## config.mk

```make
export PLATFORM = sky130hd
export DESIGN_NAME = alc_regs
export DESIGN_NICKNAME = d
export VERILOG_FILES = /design/src/alc_pkg.sv /design/src/alc_regs.sv /design/src/alc_sync.sv
export SDC_FILE = /design/constraint.sdc
export NUM_CORES = 1
export LEC_CHECK = 0
export BUFFER_PORTS_ARGS = -buffer_cell sky130_fd_sc_hd__buf_4
export CAP_MARGIN = 40
export CELL_PAD_IN_SITES_DETAIL_PLACEMENT = 0
export CELL_PAD_IN_SITES_GLOBAL_PLACEMENT = 2
export CORE_MARGIN = 2
export CORE_UTILIZATION = 42
export DETAILED_ROUTE_END_ITERATION = 16
export PLACE_DENSITY = 0.86
export SETUP_SLACK_MARGIN = 0.5
export SLEW_MARGIN = 25
export SYNTH_ARGS = -nofsm -noshare
export SYNTH_HDL_FRONTEND = slang
export SYNTH_SLANG_ARGS = --single-unit
```

## constraint.sdc

```tcl
create_clock -name core_clk_i -period 2.6 [get_ports core_clk_i]
set_input_delay 0.52 -clock core_clk_i [delete_from_list [all_inputs] [get_ports core_clk_i]]
set_output_delay 0.52 -clock core_clk_i [all_outputs]
set_load 0.01 [all_outputs]
```

## src/alc_pkg.sv

```systemverilog
// Overview of operation
// - Upper threshold byte register, addr 18h, reset zero
// - Lower threshold byte register, addr 19h, reset zero
// - Threshold is upper byte then lower byte
// - Any byte value accepted and used unchanged
// - Read-only command echo register at 3Fh
// - Echo returns previous frame's command upper byte
// - Echo on SDO from 16th falling edge, MSB first
// - Eight command bits, then eight zero bits
// - Echo holds previous command upper byte, resets zero
`default_nettype none
package alc_pkg;
  // ----------------------------------------------------------------
  // Register map
  // ----------------------------------------------------------------
  localparam logic [6:0] ALC_LOW_UPPER_ADDR = 7'h18;
  localparam logic [6:0] ALC_LOW_LOWER_ADDR = 7'h19;
  localparam logic [6:0] ALC_ECHO_ADDR      = 7'h3f;
  localparam logic [7:0] ALC_LOW_RESET      = 8'h00;
  localparam logic [7:0] ALC_ECHO_RESET     = 8'h00;
  // ----------------------------------------------------------------
  // Frame layout: 16 command bits in, then data out
  // ----------------------------------------------------------------
  localparam int         ALC_CMD_BITS       = 16;
  localparam logic [5:0] ALC_ECHO_START     = 6'd16;
  localparam logic [5:0] ALC_FRAME_MAX      = 6'd32;
  localparam logic [7:0] ALC_OP_NOP         = 8'h00;
  localparam int         ALC_ADDR_MSB       = 15;
  localparam int         ALC_ADDR_LSB       = 9;
  localparam int         ALC_WR_BIT         = 8;

  typedef struct packed {
    logic sclk;
    logic cs_b;
    logic sdi;
  } alc_pins_t;

  // Idle pin levels; the synchroniser resets to these so no false select follows reset
  localparam alc_pins_t  ALC_PINS_IDLE      = '{sclk: 1'b0, cs_b: 1'b1, sdi: 1'b0};
endpackage
`default_nettype wire

```

## src/alc_regs.sv

```systemverilog
`timescale 1ns/1ps
`default_nettype none
module alc_regs (
  input  wire logic                core_clk_i,
  input  wire logic                rst_b_i,
  input  wire logic                sclk_i,
  input  wire logic                cs_b_i,
  input  wire logic                sdi_i,
  output logic                     sdo_o,
  output logic                     sdo_oe_o,
  output logic [15:0]              channel_low_limit_o,
  output logic                     frame_done_o
);
  import alc_pkg::*;

  alc_pins_t  pins_s;
  logic       sclk_q;
  logic       rise_s;
  logic       fall_s;
  logic       active_s;
  logic [5:0] edge_cnt_q;
  logic [15:0] cmd_shift_q;
  logic [15:0] out_shift_q;
  logic [7:0] low_upper_q;
  logic [7:0] low_lower_q;
  logic [7:0] echo_q;
  logic [7:0] rd_byte_s;
  logic [6:0] addr_s;
  logic       wr_s;
  logic       load_s;
  logic       cmd_valid_q;

  function automatic logic [7:0] reg_read(input logic [6:0] addr, input logic [7:0] up,
                                          input logic [7:0] lo, input logic [7:0] ec);
    unique case (addr)
      ALC_LOW_UPPER_ADDR: reg_read = up;
      ALC_LOW_LOWER_ADDR: reg_read = lo;
      ALC_ECHO_ADDR:      reg_read = ec;
      default:            reg_read = 8'h00;
    endcase
  endfunction

  // ----------------------------------------------------------------
  // Pin sampling; serial clock is just another slow input
  // ----------------------------------------------------------------
  // Reset to idle levels, else a select low would be seen for two clocks after reset
  alc_sync #(.WIDTH(3), .RST_VAL(ALC_PINS_IDLE)) u_sync (
    .core_clk_i (core_clk_i),
    .rst_b_i    (rst_b_i),
    .async_i    ({sclk_i, cs_b_i, sdi_i}),
    .sync_o     (pins_s)
  );

  always_ff @(posedge core_clk_i or negedge rst_b_i) begin
    if (!rst_b_i) begin
      sclk_q <= 1'b0;
    end else begin
      sclk_q <= pins_s.sclk;
    end
  end

  assign active_s = !pins_s.cs_b;
  assign rise_s   = active_s && pins_s.sclk && !sclk_q;
  assign fall_s   = active_s && !pins_s.sclk && sclk_q;
  assign addr_s   = cmd_shift_q[ALC_ADDR_MSB:ALC_ADDR_LSB];
  assign wr_s     = cmd_shift_q[ALC_WR_BIT];
  // Sixteenth falling edge: the whole command word is already in the shifter
  assign load_s   = fall_s && edge_cnt_q == ALC_ECHO_START - 6'd1;
  assign rd_byte_s = reg_read(addr_s, low_upper_q, low_lower_q, echo_q);

  // ----------------------------------------------------------------
  // Frame edge counter, counts falling edges
  // ----------------------------------------------------------------
  always_ff @(posedge core_clk_i or negedge rst_b_i) begin
    if (!rst_b_i) begin
      edge_cnt_q <= '0;
    end else if (!active_s) begin
      edge_cnt_q <= '0;
    end else if (fall_s && edge_cnt_q != ALC_FRAME_MAX) begin
      edge_cnt_q <= edge_cnt_q + 6'd1;
    end
  end

  // Input shifts on rising edge during command phase
  always_ff @(posedge core_clk_i or negedge rst_b_i) begin
    if (!rst_b_i) begin
      cmd_shift_q <= '0;
    end else if (rise_s && edge_cnt_q < ALC_ECHO_START) begin
      cmd_shift_q <= {cmd_shift_q[14:0], pins_s.sdi};
    end
  end

  // Command is complete once 16 bits are in; the flag clears when the frame ends
  always_ff @(posedge core_clk_i or negedge rst_b_i) begin
    if (!rst_b_i) begin
      cmd_valid_q <= 1'b0;
    end else if (!active_s) begin
      cmd_valid_q <= 1'b0;
    end else if (load_s) begin
      cmd_valid_q <= 1'b1;
    end
  end

  // ----------------------------------------------------------------
  // Threshold byte registers: any value kept as written
  // ----------------------------------------------------------------
  always_ff @(posedge core_clk_i or negedge rst_b_i) begin
    if (!rst_b_i) begin
      low_upper_q <= ALC_LOW_RESET;
      low_lower_q <= ALC_LOW_RESET;
    end else if (load_s && wr_s) begin
      // Data comes from the shifter; the live pin already carries the next bit
      if (addr_s == ALC_LOW_UPPER_ADDR) begin
        low_upper_q <= cmd_shift_q[7:0];
      end
      if (addr_s == ALC_LOW_LOWER_ADDR) begin
        low_lower_q <= cmd_shift_q[7:0];
      end
    end
  end

  // ----------------------------------------------------------------
  // Command echo: captured at frame end, read-only to the host
  // ----------------------------------------------------------------
  always_ff @(posedge core_clk_i or negedge rst_b_i) begin
    if (!rst_b_i) begin
      echo_q <= ALC_ECHO_RESET;
    end else if (cmd_valid_q && !active_s) begin
      // Echo updates only between frames so a read sees the prior frame
      echo_q <= cmd_shift_q[15:8];
    end
  end

  // ----------------------------------------------------------------
  // Output shifter: loaded at 16th falling edge, MSB first
  // ----------------------------------------------------------------
  always_ff @(posedge core_clk_i or negedge rst_b_i) begin
    if (!rst_b_i) begin
      out_shift_q <= '0;
      sdo_o       <= 1'b0;
    end else if (!active_s) begin
      out_shift_q <= '0;
      sdo_o       <= 1'b0;
    end else if (load_s) begin
      // Read data plus eight zero bits
      out_shift_q <= {rd_byte_s, 8'h00};
      sdo_o       <= rd_byte_s[7];
    end else if (fall_s && edge_cnt_q >= ALC_ECHO_START) begin
      out_shift_q <= {out_shift_q[14:0], 1'b0};
      sdo_o       <= out_shift_q[14];
    end
  end

  always_ff @(posedge core_clk_i or negedge rst_b_i) begin
    if (!rst_b_i) begin
      sdo_oe_o <= 1'b0;
    end else begin
      sdo_oe_o <= active_s;
    end
  end

  always_ff @(posedge core_clk_i or negedge rst_b_i) begin
    if (!rst_b_i) begin
      channel_low_limit_o <= {ALC_LOW_RESET, ALC_LOW_RESET};
      frame_done_o        <= 1'b0;
    end else begin
      channel_low_limit_o <= {low_upper_q, low_lower_q};
      frame_done_o        <= cmd_valid_q && !active_s;
    end
  end

  // ----------------------------------------------------------------
  // Checks
  // ----------------------------------------------------------------
  property p_limit_concat;
    @(posedge core_clk_i) disable iff (!rst_b_i)
      ##1 channel_low_limit_o == {$past(low_upper_q), $past(low_lower_q)};
  endproperty
  a_limit_concat: assert property (p_limit_concat) else $error("limit mismatch");

  property p_hold;
    @(posedge core_clk_i) disable iff (!rst_b_i)
      !fall_s |=> $stable(low_upper_q) && $stable(low_lower_q);
  endproperty
  a_hold: assert property (p_hold) else $error("threshold changed unexpectedly");

  property p_write_upper;
    @(posedge core_clk_i) disable iff (!rst_b_i)
      (load_s && wr_s && addr_s == ALC_LOW_UPPER_ADDR) |=> low_upper_q == $past(cmd_shift_q[7:0]);
  endproperty
  a_write_upper: assert property (p_write_upper) else $error("upper byte not written");

  property p_echo_ro;
    @(posedge core_clk_i) disable iff (!rst_b_i)
      active_s |=> $stable(echo_q);
  endproperty
  a_echo_ro: assert property (p_echo_ro) else $error("echo changed in frame");

  property p_echo_capture;
    @(posedge core_clk_i) disable iff (!rst_b_i)
      (cmd_valid_q && !active_s) |=> echo_q == $past(cmd_shift_q[15:8]);
  endproperty
  a_echo_capture: assert property (p_echo_capture) else $error("echo not captured");

  property p_tail_zero;
    @(posedge core_clk_i) disable iff (!rst_b_i)
      (active_s && edge_cnt_q > ALC_ECHO_START + 6'd8) |-> !sdo_o;
  endproperty
  a_tail_zero: assert property (p_tail_zero) else $error("tail bits not zero");

  property p_quiet_before;
    @(posedge core_clk_i) disable iff (!rst_b_i)
      (edge_cnt_q < ALC_ECHO_START) |=> (edge_cnt_q < ALC_ECHO_START) || !sdo_o
        || $past(fall_s);
  endproperty
  a_quiet_before: assert property (p_quiet_before) else $error("early sdo");

  property p_reset_zero;
    @(posedge core_clk_i) $rose(rst_b_i) |-> low_upper_q == 8'h00 && low_lower_q == 8'h00;
  endproperty
  a_reset_zero: assert property (p_reset_zero) else $error("reset value wrong");

  property p_oe;
    @(posedge core_clk_i) disable iff (!rst_b_i)
      !pins_s.cs_b |=> sdo_oe_o;
  endproperty
  a_oe: assert property (p_oe) else $error("sdo not enabled");
endmodule
`default_nettype wire

```

## src/alc_sync.sv

```systemverilog
`timescale 1ns/1ps
`default_nettype none
module alc_sync #(
  parameter int               WIDTH   = 3,
  parameter logic [WIDTH-1:0] RST_VAL = '0
) (
  input  wire logic             core_clk_i,
  input  wire logic             rst_b_i,
  input  wire logic [WIDTH-1:0] async_i,
  output logic      [WIDTH-1:0] sync_o
);
  logic [WIDTH-1:0] meta_q;

  // ----------------------------------------------------------------
  // Two-stage synchroniser; first stage is read by nothing else
  // ----------------------------------------------------------------
  always_ff @(posedge core_clk_i or negedge rst_b_i) begin
    if (!rst_b_i) begin
      meta_q <= RST_VAL;
      sync_o <= RST_VAL;
    end else begin
      meta_q <= async_i;
      sync_o <= meta_q;
    end
  end
endmodule
`default_nettype wire

```

* Yosys cells after proc, flatten, opt, wreduce, memory -nomap -nowiden
Index checks and enable logic that the tools add are counted.
** Cells by class
- $add $sub $neg :: 1
- Multiply operators :: 0
- Divide/modulo/power cells :: 0
- Order comparisons :: 2
- Equality and inequality tests :: 5
- Shift operators :: 0
- Multiplexer cells :: 11
- Bitwise operators :: 0
- Reduce and logical (&&, ||, !) cells :: 18
** Operators with widths (count)
- 2-to-1 mux 15 bit :: 3
- one-hot mux 8 bit (3 select lines) :: 1
- == test 7 x 5 -> 1 bit, second input constant :: 2
- 2-to-1 mux 6 bit :: 2
- logical AND 1 bit :: 10
- == test 7 x 6 -> 1 bit, second input constant :: 1
- adder 6 x 1 -> 6 bit, second input constant :: 1
- == test 6 x 4 -> 1 bit, second input constant :: 1
- greater-or-equal comparator 6 x 5 -> 1 bit, second input constant :: 1
- < comparator 6 x 5 -> 1 bit, second input constant :: 1
- inequality test 6 bit, second input constant :: 1
- 2-to-1 mux 1 bit :: 5
- AND reduction 2 bit :: 2
- nonzero test 2 bit :: 2
- zero test 1 bit :: 3
- nonzero test 3 bit :: 1
** Storage, ports and cells
- Register bits :: 88
- Latch bits :: 0
- Bits in writable memories :: 0
- Bits in read-only memories :: 0
- Output and inout port bits :: 19
- Word-level logic and storage cells :: 51
- Memories kept :: 0

* Longest topological paths before layout
Gate-level depths: netlist (run 1).
- Depth after elaboration :: 7
- Mapped depth :: 7
- Gate-level depth less buffers :: 6

* By module
Synthesis (run 1) repeated with hierarchy kept, for this count alone.
** Unflattened totals
- Cell total of the unflattened synthesis :: 220
- Area total of the unflattened synthesis :: 3199.3 um^2
** By module, submodules not included
- alc_regs :: times used 1, cells each 214, area an instance 3046.7 um^2
- alc_sync :: times used 1, cells each 6, area an instance 152.6 um^2

* Worst setup path before layout (run 1)
Ideal clock, no wire load.
- Path kind :: reg2reg
- Start point :: register edge_cnt_q[0]
- End point :: register low_upper_q[0]
- Setup time :: 0.127 ns
- Arrival :: 1.775 ns
- Setup slack :: 0.698 ns
- Stages on the path, launching flop included :: 8
- Clock period less this slack :: 1.902 ns
- Path through :: dfrtp_1 > ha_1 > and3_1 > and4_1 > buf_4 > and4b_1 > buf_4 > mux2_1
** Between the ends
- Longest elaborated chain between the ends :: 4
** RTL lines
- start: declaration :: RTL line alc_regs.sv:21 : logic [5:0] edge_cnt_q;
- start signal: assignment :: RTL line alc_regs.sv:80 : edge_cnt_q <= edge_cnt_q + 6'd1;
- == test 6 x 4 -> 1 bit :: RTL line alc_regs.sv:68 : assign load_s = fall_s && edge_cnt_q == ALC_ECHO_START - 6'd1;
- logical AND 1 bit :: RTL line alc_regs.sv:68
- logical AND 1 bit :: RTL line alc_regs.sv:111 : end else if (load_s && wr_s) begin
- AND reduction 2 bit (no source line)
- end signal: assignment :: RTL line alc_regs.sv:114 : low_upper_q <= cmd_shift_q[7:0];
- end: declaration :: RTL line alc_regs.sv:24 : logic [7:0] low_upper_q;
Every way passes these cells.
A chain may end at the register's enable or synchronous reset.

* Worst setup path after layout (run 1)
- Start point :: register edge_cnt_q[1]
- End point :: register low_lower_q[7]
** Between the ends
- Longest elaborated chain between the ends :: 4
** RTL lines
- == test 6 x 4 -> 1 bit :: RTL line alc_regs.sv:68
- logical AND 1 bit :: RTL line alc_regs.sv:68
- logical AND 1 bit :: RTL line alc_regs.sv:111
- AND reduction 2 bit (no source line)
- end signal: assignment :: RTL line alc_regs.sv:117 : low_lower_q <= cmd_shift_q[7:0];
- end: declaration :: RTL line alc_regs.sv:25 : logic [7:0] low_lower_q;
Every way passes these cells.

==> metrics.yaml, run 1 <==
timing:
  rsz0062_at_grt: "no"
  period_share: 0.751
  slew_headroom: 0.551
  setup_ws_ns: 0.646
  hold_viol: 0
  min_period_ns: 1.95
  setup_tns_ns: 0
  worstMarginPinSlew_ns: 0.673
  setup_viol: 0
  timing.fmax_mhz: 512
  maxSlewViolCount: 0
  fin_skew_ns: 0.00681
logic_synthesis:
  ys.flop_type: "dfrtp_1"
  seq_area_frac_synth: 0.642
  synth-async-reset-ratio: 1.00
  syn_nets: 228
  synthTopCellsByArea: "dfrtp_1 (63%), mux2_2 (12%), mux2i_1 (2.9%), mux2_1 (2.9%), o2bb2ai_1 (2.2%)"
  yosys_warnings: 0
  synth_top_cell_by_area: "dfrtp_1"
  synth.distinct_cells: 37
  syn_area_sq_um: 3120
  synth_edf_count: 0
  avgSynthCellArea_sq_um: 14.1
  synthCells: 221
  synth_seq_cells: 80
  synth_top_area_share: 0.626
floorplan:
  die_x_microns: 90.2
  rows: 31
  io_pins: 24
  core_sq_um: 7210
  dieArea_sq_um: 8140
  chipHeight_microns: 90.2
  start_util: 0.433
detailed_routing:
  drt_first_pass_iters: 4
  ant_nets: 0
  finalWirelength_microns: 5230
  avgRoutedWirePerCell_microns: 14.8
  vias_per_cell: 4.97
  drc: 0
  first_iter_violations: 71
  vias: 1756
critical_path:
  path_cells: "ha_1 -> and3_1 -> and4_1 -> buf_4 -> nand4_4 -> mux2_2"
  cpPeakStageDelay_ns: 0.41
  required_ns: 2.83
  worstPathMaxFanout: 9
  cp.arrival_ns: 2.18
  crit_path_top_delay_cell: "dfrtp_1"
  crit_type: "flop to flop"
  critPathTopFamily: "simple AND/OR/NAND/NOR gates"
  path_buf_inv: 1
  end_kind: "flop"
  start_kind: "flop"
cells_and_area:
  drive_gt1_frac: 0.311
  nFillCells: 673
  seqCellArea_sq_um: 2000
  n_antenna_cell: 0
  area_delta_synth_final_pct: 14.4
  nNetsFinal: 257
  multi_input_area_sq_um: 1050
global_routing:
  grt_max_degree: 42
  globalRouteOverflowTotal: 0
  antenna_found_initial: 0
  grt_usage: 0.141
  grt_pass1_wl_microns: 8940
  grt_pass1_vias: 1782
pwr:
  p_leak_nw: 1.73
  max-vdd-ir-drop_mv: 0.287
  power_density_nw_per_um2: 646
clocking:
  cts_made_buffers: 9
  postCtsHoldBufs: 0
  path_clk_slew_ns: 0.08
  cts_tree: "built"
  cts_num_sinks: 80
  clockRootBuffer: "clkbuf_8"
  clk_latency_ns: 0.34
  htree_levels: 3
  cts_buffer_depth: 2
placed_design:
  hpwl_microns: 3590
  numPortBuffers: 23
  place.gp.congestion: 0.715
  dp_slack_ns: 0.564
status:
  status: "completed"
job:
  maxCapViolations: 0
hold_path:
  hold_path_class: "primary input to async pin"
registers in the layout, summed over array words and instances, names as in the netlist:
signal,count
channel_low_limit_o,16
sdo_o,1
echo_q,8
edge_cnt_q,6
low_lower_q,8
out_shift_q,7
sclk_q,1
u_sync.meta_q,3
low_upper_q,8
frame_done_o,1
cmd_valid_q,1
sdo_oe_o,1
u_sync.sync_o,3
cmd_shift_q,16
path summary, 6_finish.rpt:
check	slack, ns	end	cells after the start	start
min	0.14	u_sync.meta_q[2]	1	rst_b_i
max in group asynchronous	1.87	echo_q[2]	2	rst_b_i
max reg2reg	0.65	low_lower_q[7]	6	edge_cnt_q[1]
min reg2reg	0.36	u_sync.sync_o[2]	0	u_sync.meta_q[2]
min in group core_clk_i	0.28	u_sync.meta_q[0]	1	sdi_i
max	0.65	low_lower_q[7]	6	edge_cnt_q[1]
layer usage:
layer  vias up  share of wire  wire (microns)  track usage
li1        842              -               -            -
met1       891           0.49            2580        0.197
met2        17           0.47            2460        0.210
met3         6          0.024             127       0.0377
met4         0          0.013              70       0.0577
met5         -              0               0            0
what timing repair did:
action / CTS / global route
resized for setup: 0 / 1
setup endpoints to repair: 0 / 8
endpoints found under the hold margin: 0 / 0
buffers inserted: 0 / 0
metrics by stage:
step,cell area [sq um],hold slack [ns],util,cells,total power [W]
final,3570,0.144,0.495,353,0.00231
after CTS,3570,0.159,0.495,353,0.00233
after global placement,3410,0.335,0.472,338,0.00156
after global routing,3570,0.169,0.495,353,0.00240
after floorplan,3120,0.224,-,221,0.00149
after detailed placement,3410,0.339,0.472,338,0.00156
cells by family (layout without fill, tap and decap cells):
| group | Yosys count | after routing | synth area share |
|---|---|---|---|
| adders and majority gates | 2 | 2 | 0.00802 |
| DFF | 80 | 80 | 0.642 |
| AOI/OAI and AO/OA | 28 | 28 | 0.0630 |
| buffers and inverters | 14 | 47 | 0.0225 |
| and+or+nand+nor | 43 | 43 | 0.0770 |
| muxes | 49 | 49 | 0.173 |
| xor gates and xnor gates | 5 | 5 | 0.0140 |
report_power, final:
| group | total [W] | internal, W | switching, W |
|---|---|---|---|
| logic | 0.000139 | 0.0000784 | 0.0000606 |
| clock network | 0.000770 | 0.000341 | 0.000428 |
| registers | 0.00140 | 0.00131 | 0.0000834 |
layout make-up:
class | count | area share
repair buffers | 27 | 0.0603
clock inverters | 5 | 0.00946
multi-input cells | 127 | 0.293
well taps | 99 | 0.0347
clock buffers | 10 | 0.0357
flip-flops and latches | 80 | 0.561
inverters | 5 | 0.00526
placed cells by master (no fill, tap or decap):
| cell | count |
|---|---|
| nor3_4 | 1 |
| nor2b_1 | 1 |
| mux2_2 | 32 |
| nand2_1 | 14 |
| inv_1 | 5 |
| nand4_4 | 1 |
| and4_1 | 2 |
| mux2_1 | 8 |
| clkbuf_8 | 9 |
| a211oi_1 | 5 |
| clkbuf_1 | 1 |
| mux2i_1 | 9 |
| dfrtp_1 | 78 |
| and4b_2 | 1 |
| buf_12 | 1 |
| nand3b_1 | 1 |
| a21oi_1 | 1 |
| a2bb2oi_1 | 2 |
| dfstp_2 | 2 |
| clkinv_2 | 2 |
| xnor2_1 | 1 |
| and3_1 | 2 |
| o21a_1 | 1 |
| o21ai_0 | 9 |
| buf_4 | 26 |
| ha_1 | 2 |
| and3b_1 | 1 |
| o211ai_1 | 1 |
| nand3_1 | 2 |
| nand4_1 | 2 |
| inv_6 | 1 |
| xor2_1 | 4 |
| or3_1 | 2 |
| nor3_1 | 1 |
| clkinvlp_4 | 2 |
| a31oi_1 | 1 |
| o2bb2ai_1 | 8 |
| or2_2 | 1 |
| nor2_1 | 11 |
synthesized netlist by cell type (3+ instances only):
master and instances:
a211oi_1 5, o2bb2ai_1 8, nand2_1 14, mux2i_1 9
xor2_1 4, dfrtp_1 78, inv_1 5, mux2_1 8
clkbuf_1 3, nor2_1 11, o21ai_0 9, mux2_2 32
Note: power is estimated with default switching activity, not from simulation.
==> run 2, diff against run 1 <==
==> constraint.sdc (replaced) <==
create_clock -name core_clk_i -period 1.85 [get_ports core_clk_i]
set_input_delay 0.37 -clock core_clk_i [delete_from_list [all_inputs] [get_ports core_clk_i]]
set_output_delay 0.37 -clock core_clk_i [all_outputs]
set_load 0.01 [all_outputs]
==> metrics.yaml, run 2 (synthesized netlist as in run 1, its figures left out) <==
status:
  status: "completed"
detailed_routing:
  dr_wl_met2_microns: 2940  # +20%
  first_iter_violations: 66  # -7.0%
  vias_per_cell: 4.97  # about the same
  drc: 0  # unchanged
  finalWirelength_microns: 6120  # +17%
  vias: 1860  # +5.9%
  met1_length_microns: 2870  # +11%
  wl_met3_microns: 183  # +44%
  avgRoutedWirePerCell_microns: 16.4  # +10%
  top_layer_used: "met4"
  ant_nets: 0  # unchanged
  drt_first_pass_iters: 4  # unchanged
global_routing:
  globalRouteOverflowTotal: 0  # unchanged
  grt_pass1_vias: 1986  # +11%
  grt_max_degree: 38  # -9.5%
  grt_pass1_wl_microns: 10200  # +14%
  grt_usage: 0.164  # +0.0228
  antenna_found_initial: 0  # unchanged
clocking:
  clockRootBuffer: "clkbuf_8"
  cts_tree: "built"
  cts_made_buffers: 9  # unchanged
  cts_num_sinks: 80  # unchanged
  clk_latency_ns: 0.35  # about the same
  cts_buffer_depth: 2  # unchanged
  htree_levels: 3  # unchanged
  path_clk_slew_ns: 0.08  # about the same
cells_and_area:
  area_delta_synth_final_pct: 31.4
  final_cell_mix: "dfrtp_1 (77), buf_4 (36), mux2_4 (24), mux2_2 (16)"
  nNetsFinal: 277  # +7.8%
  mostFrequentLayoutCell: "dfrtp_1"
  nFillCells: 603  # -10%
  drive_gt1_frac: 0.484  # +0.173
  fin_util: 0.568  # +0.0734
  reg_top3: "channel_low_limit_o x16, cmd_shift_q x16"
  n_antenna_cell: 0  # unchanged
hold_path:
  hold_path_class: "primary input to flop"
timing:
  hold_viol: 0  # unchanged
  setup_ws_ns: 0.0930  # -0.553 ns
  setup_tns_ns: 0  # unchanged
  setup_viol: 0  # unchanged
  slew_headroom: 0.713  # +0.161
  maxSlewViolCount: 0  # unchanged
  rsz0062_at_grt: "yes"
  period_share: 0.950  # +0.198
  worstMarginPinSlew_ns: 0.431  # -0.242 ns
  fin_skew_ns: 0.00495  # -0.00185 ns
  min_period_ns: 1.76  # -0.197 ns
  timing.fmax_mhz: 569  # +11%
critical_path:
  regToRegStartpoint: "edge_cnt_q[1]"
  start_kind: "flop"
  required_ns: 2.09  # -0.74 ns
  crit_end: "low_upper_q[1]"
  cp-startpoint: "edge_cnt_q[1]"
  reg2reg_to: "low_upper_q[1]"
  crit_type: "flop to flop"
  r2r_slack_ns: 0.09  # -0.55 ns
  end_kind: "flop"
  r2r_cells: 6  # unchanged
  cp.arrival_ns: 2.00  # -0.18 ns
  worstPathMaxFanout: 8  # -1
floorplan:
  die_x_microns: 90.2  # unchanged
  io_pins: 24  # unchanged
  rows: 31  # unchanged
  dieArea_sq_um: 8140  # unchanged
  core_sq_um: 7210  # unchanged
  chipHeight_microns: 90.2  # unchanged
  start_util: 0.433  # unchanged
placed_design:
  dp_slack_ns: 0.0832  # -0.480 ns
  place.gp.congestion: 0.769  # +7.5%
  hpwl_microns: 3710  # +3.4%
  numPortBuffers: 23  # unchanged
pwr:
  max-vdd-ir-drop_mv: 0.759  # +160%
  p_leak_nw: 1.98  # +14%
  power_density_nw_per_um2: 946  # +46%
job:
  maxCapViolations: 0  # unchanged
## run 2: how the worst min path moves through the flow
stage	from	depth (start not counted)	end	slack, ns
finish	sdi_i	1	u_sync.meta_q[0]	0.12
global route	sclk_i	1	u_sync.meta_q[2]	0.09
CTS	sdi_i	1	u_sync.meta_q[0]	0.10
detailed placement	u_sync.meta_q[0]	0	u_sync.sync_o[0]	0.34
global placement	u_sync.meta_q[0]	0	u_sync.sync_o[0]	0.34
floorplan	rst_b_i	0	channel_low_limit_o[0]	0.07
## run 2: cell type report
type	count	area (sq um)	area share
clock inverters	6	115	0.0281
multi-input cells	127	1260	0.308
flip-flops and latches	80	2010	0.489
inverters	5	18.8	0.00458
well taps	99	124	0.0302
repair buffers	47	435	0.106
clock buffers	10	138	0.0336
## run 2: critical path, stage by stage (launching register included)
cell,delay (ns)
dfrtp_1,0.36
ha_2,0.18
and3_4,0.18
and4_4,0.22
and4b_1,0.25
buf_12,0.15
mux2_4,0.30
## run 2: power by group
part           switching [W]  internal, W  total [W]  leakage (nW)
clock               0.000652     0.000940    0.00159         0.123
combinational       0.000128     0.000200   0.000328         0.782
sequential          0.000113      0.00185    0.00196          1.08
## run 2: per-layer routing
metal  vias up  GRT usage
met5         -          0
met4         0     0.0615
met3        12     0.0478
met2        26      0.254
met1       943      0.220
li1        879          -
## run 2: metrics by stage
step                instances  hold WS [ns]  total power [W]  cell area [sq um]
global route              374        0.0934          0.00404               4100
finish                    374         0.117          0.00388               4100
detailed placement        348         0.339          0.00226               3570
CTS                       372         0.101          0.00388               4000
floorplan                 221        0.0744          0.00213               3190
global placement          348         0.339          0.00225               3570
## run 2: repair_timing
action                                  in CTS  in global routing
cloned                                       1                  0
endpoints found under the setup margin      51                 45
pin swaps                                   10                  9
hold endpoints to repair                    29                  0
gates resized for setup                     26                 27
setup buffers                                6                  2
hold buffers                                 1                  0
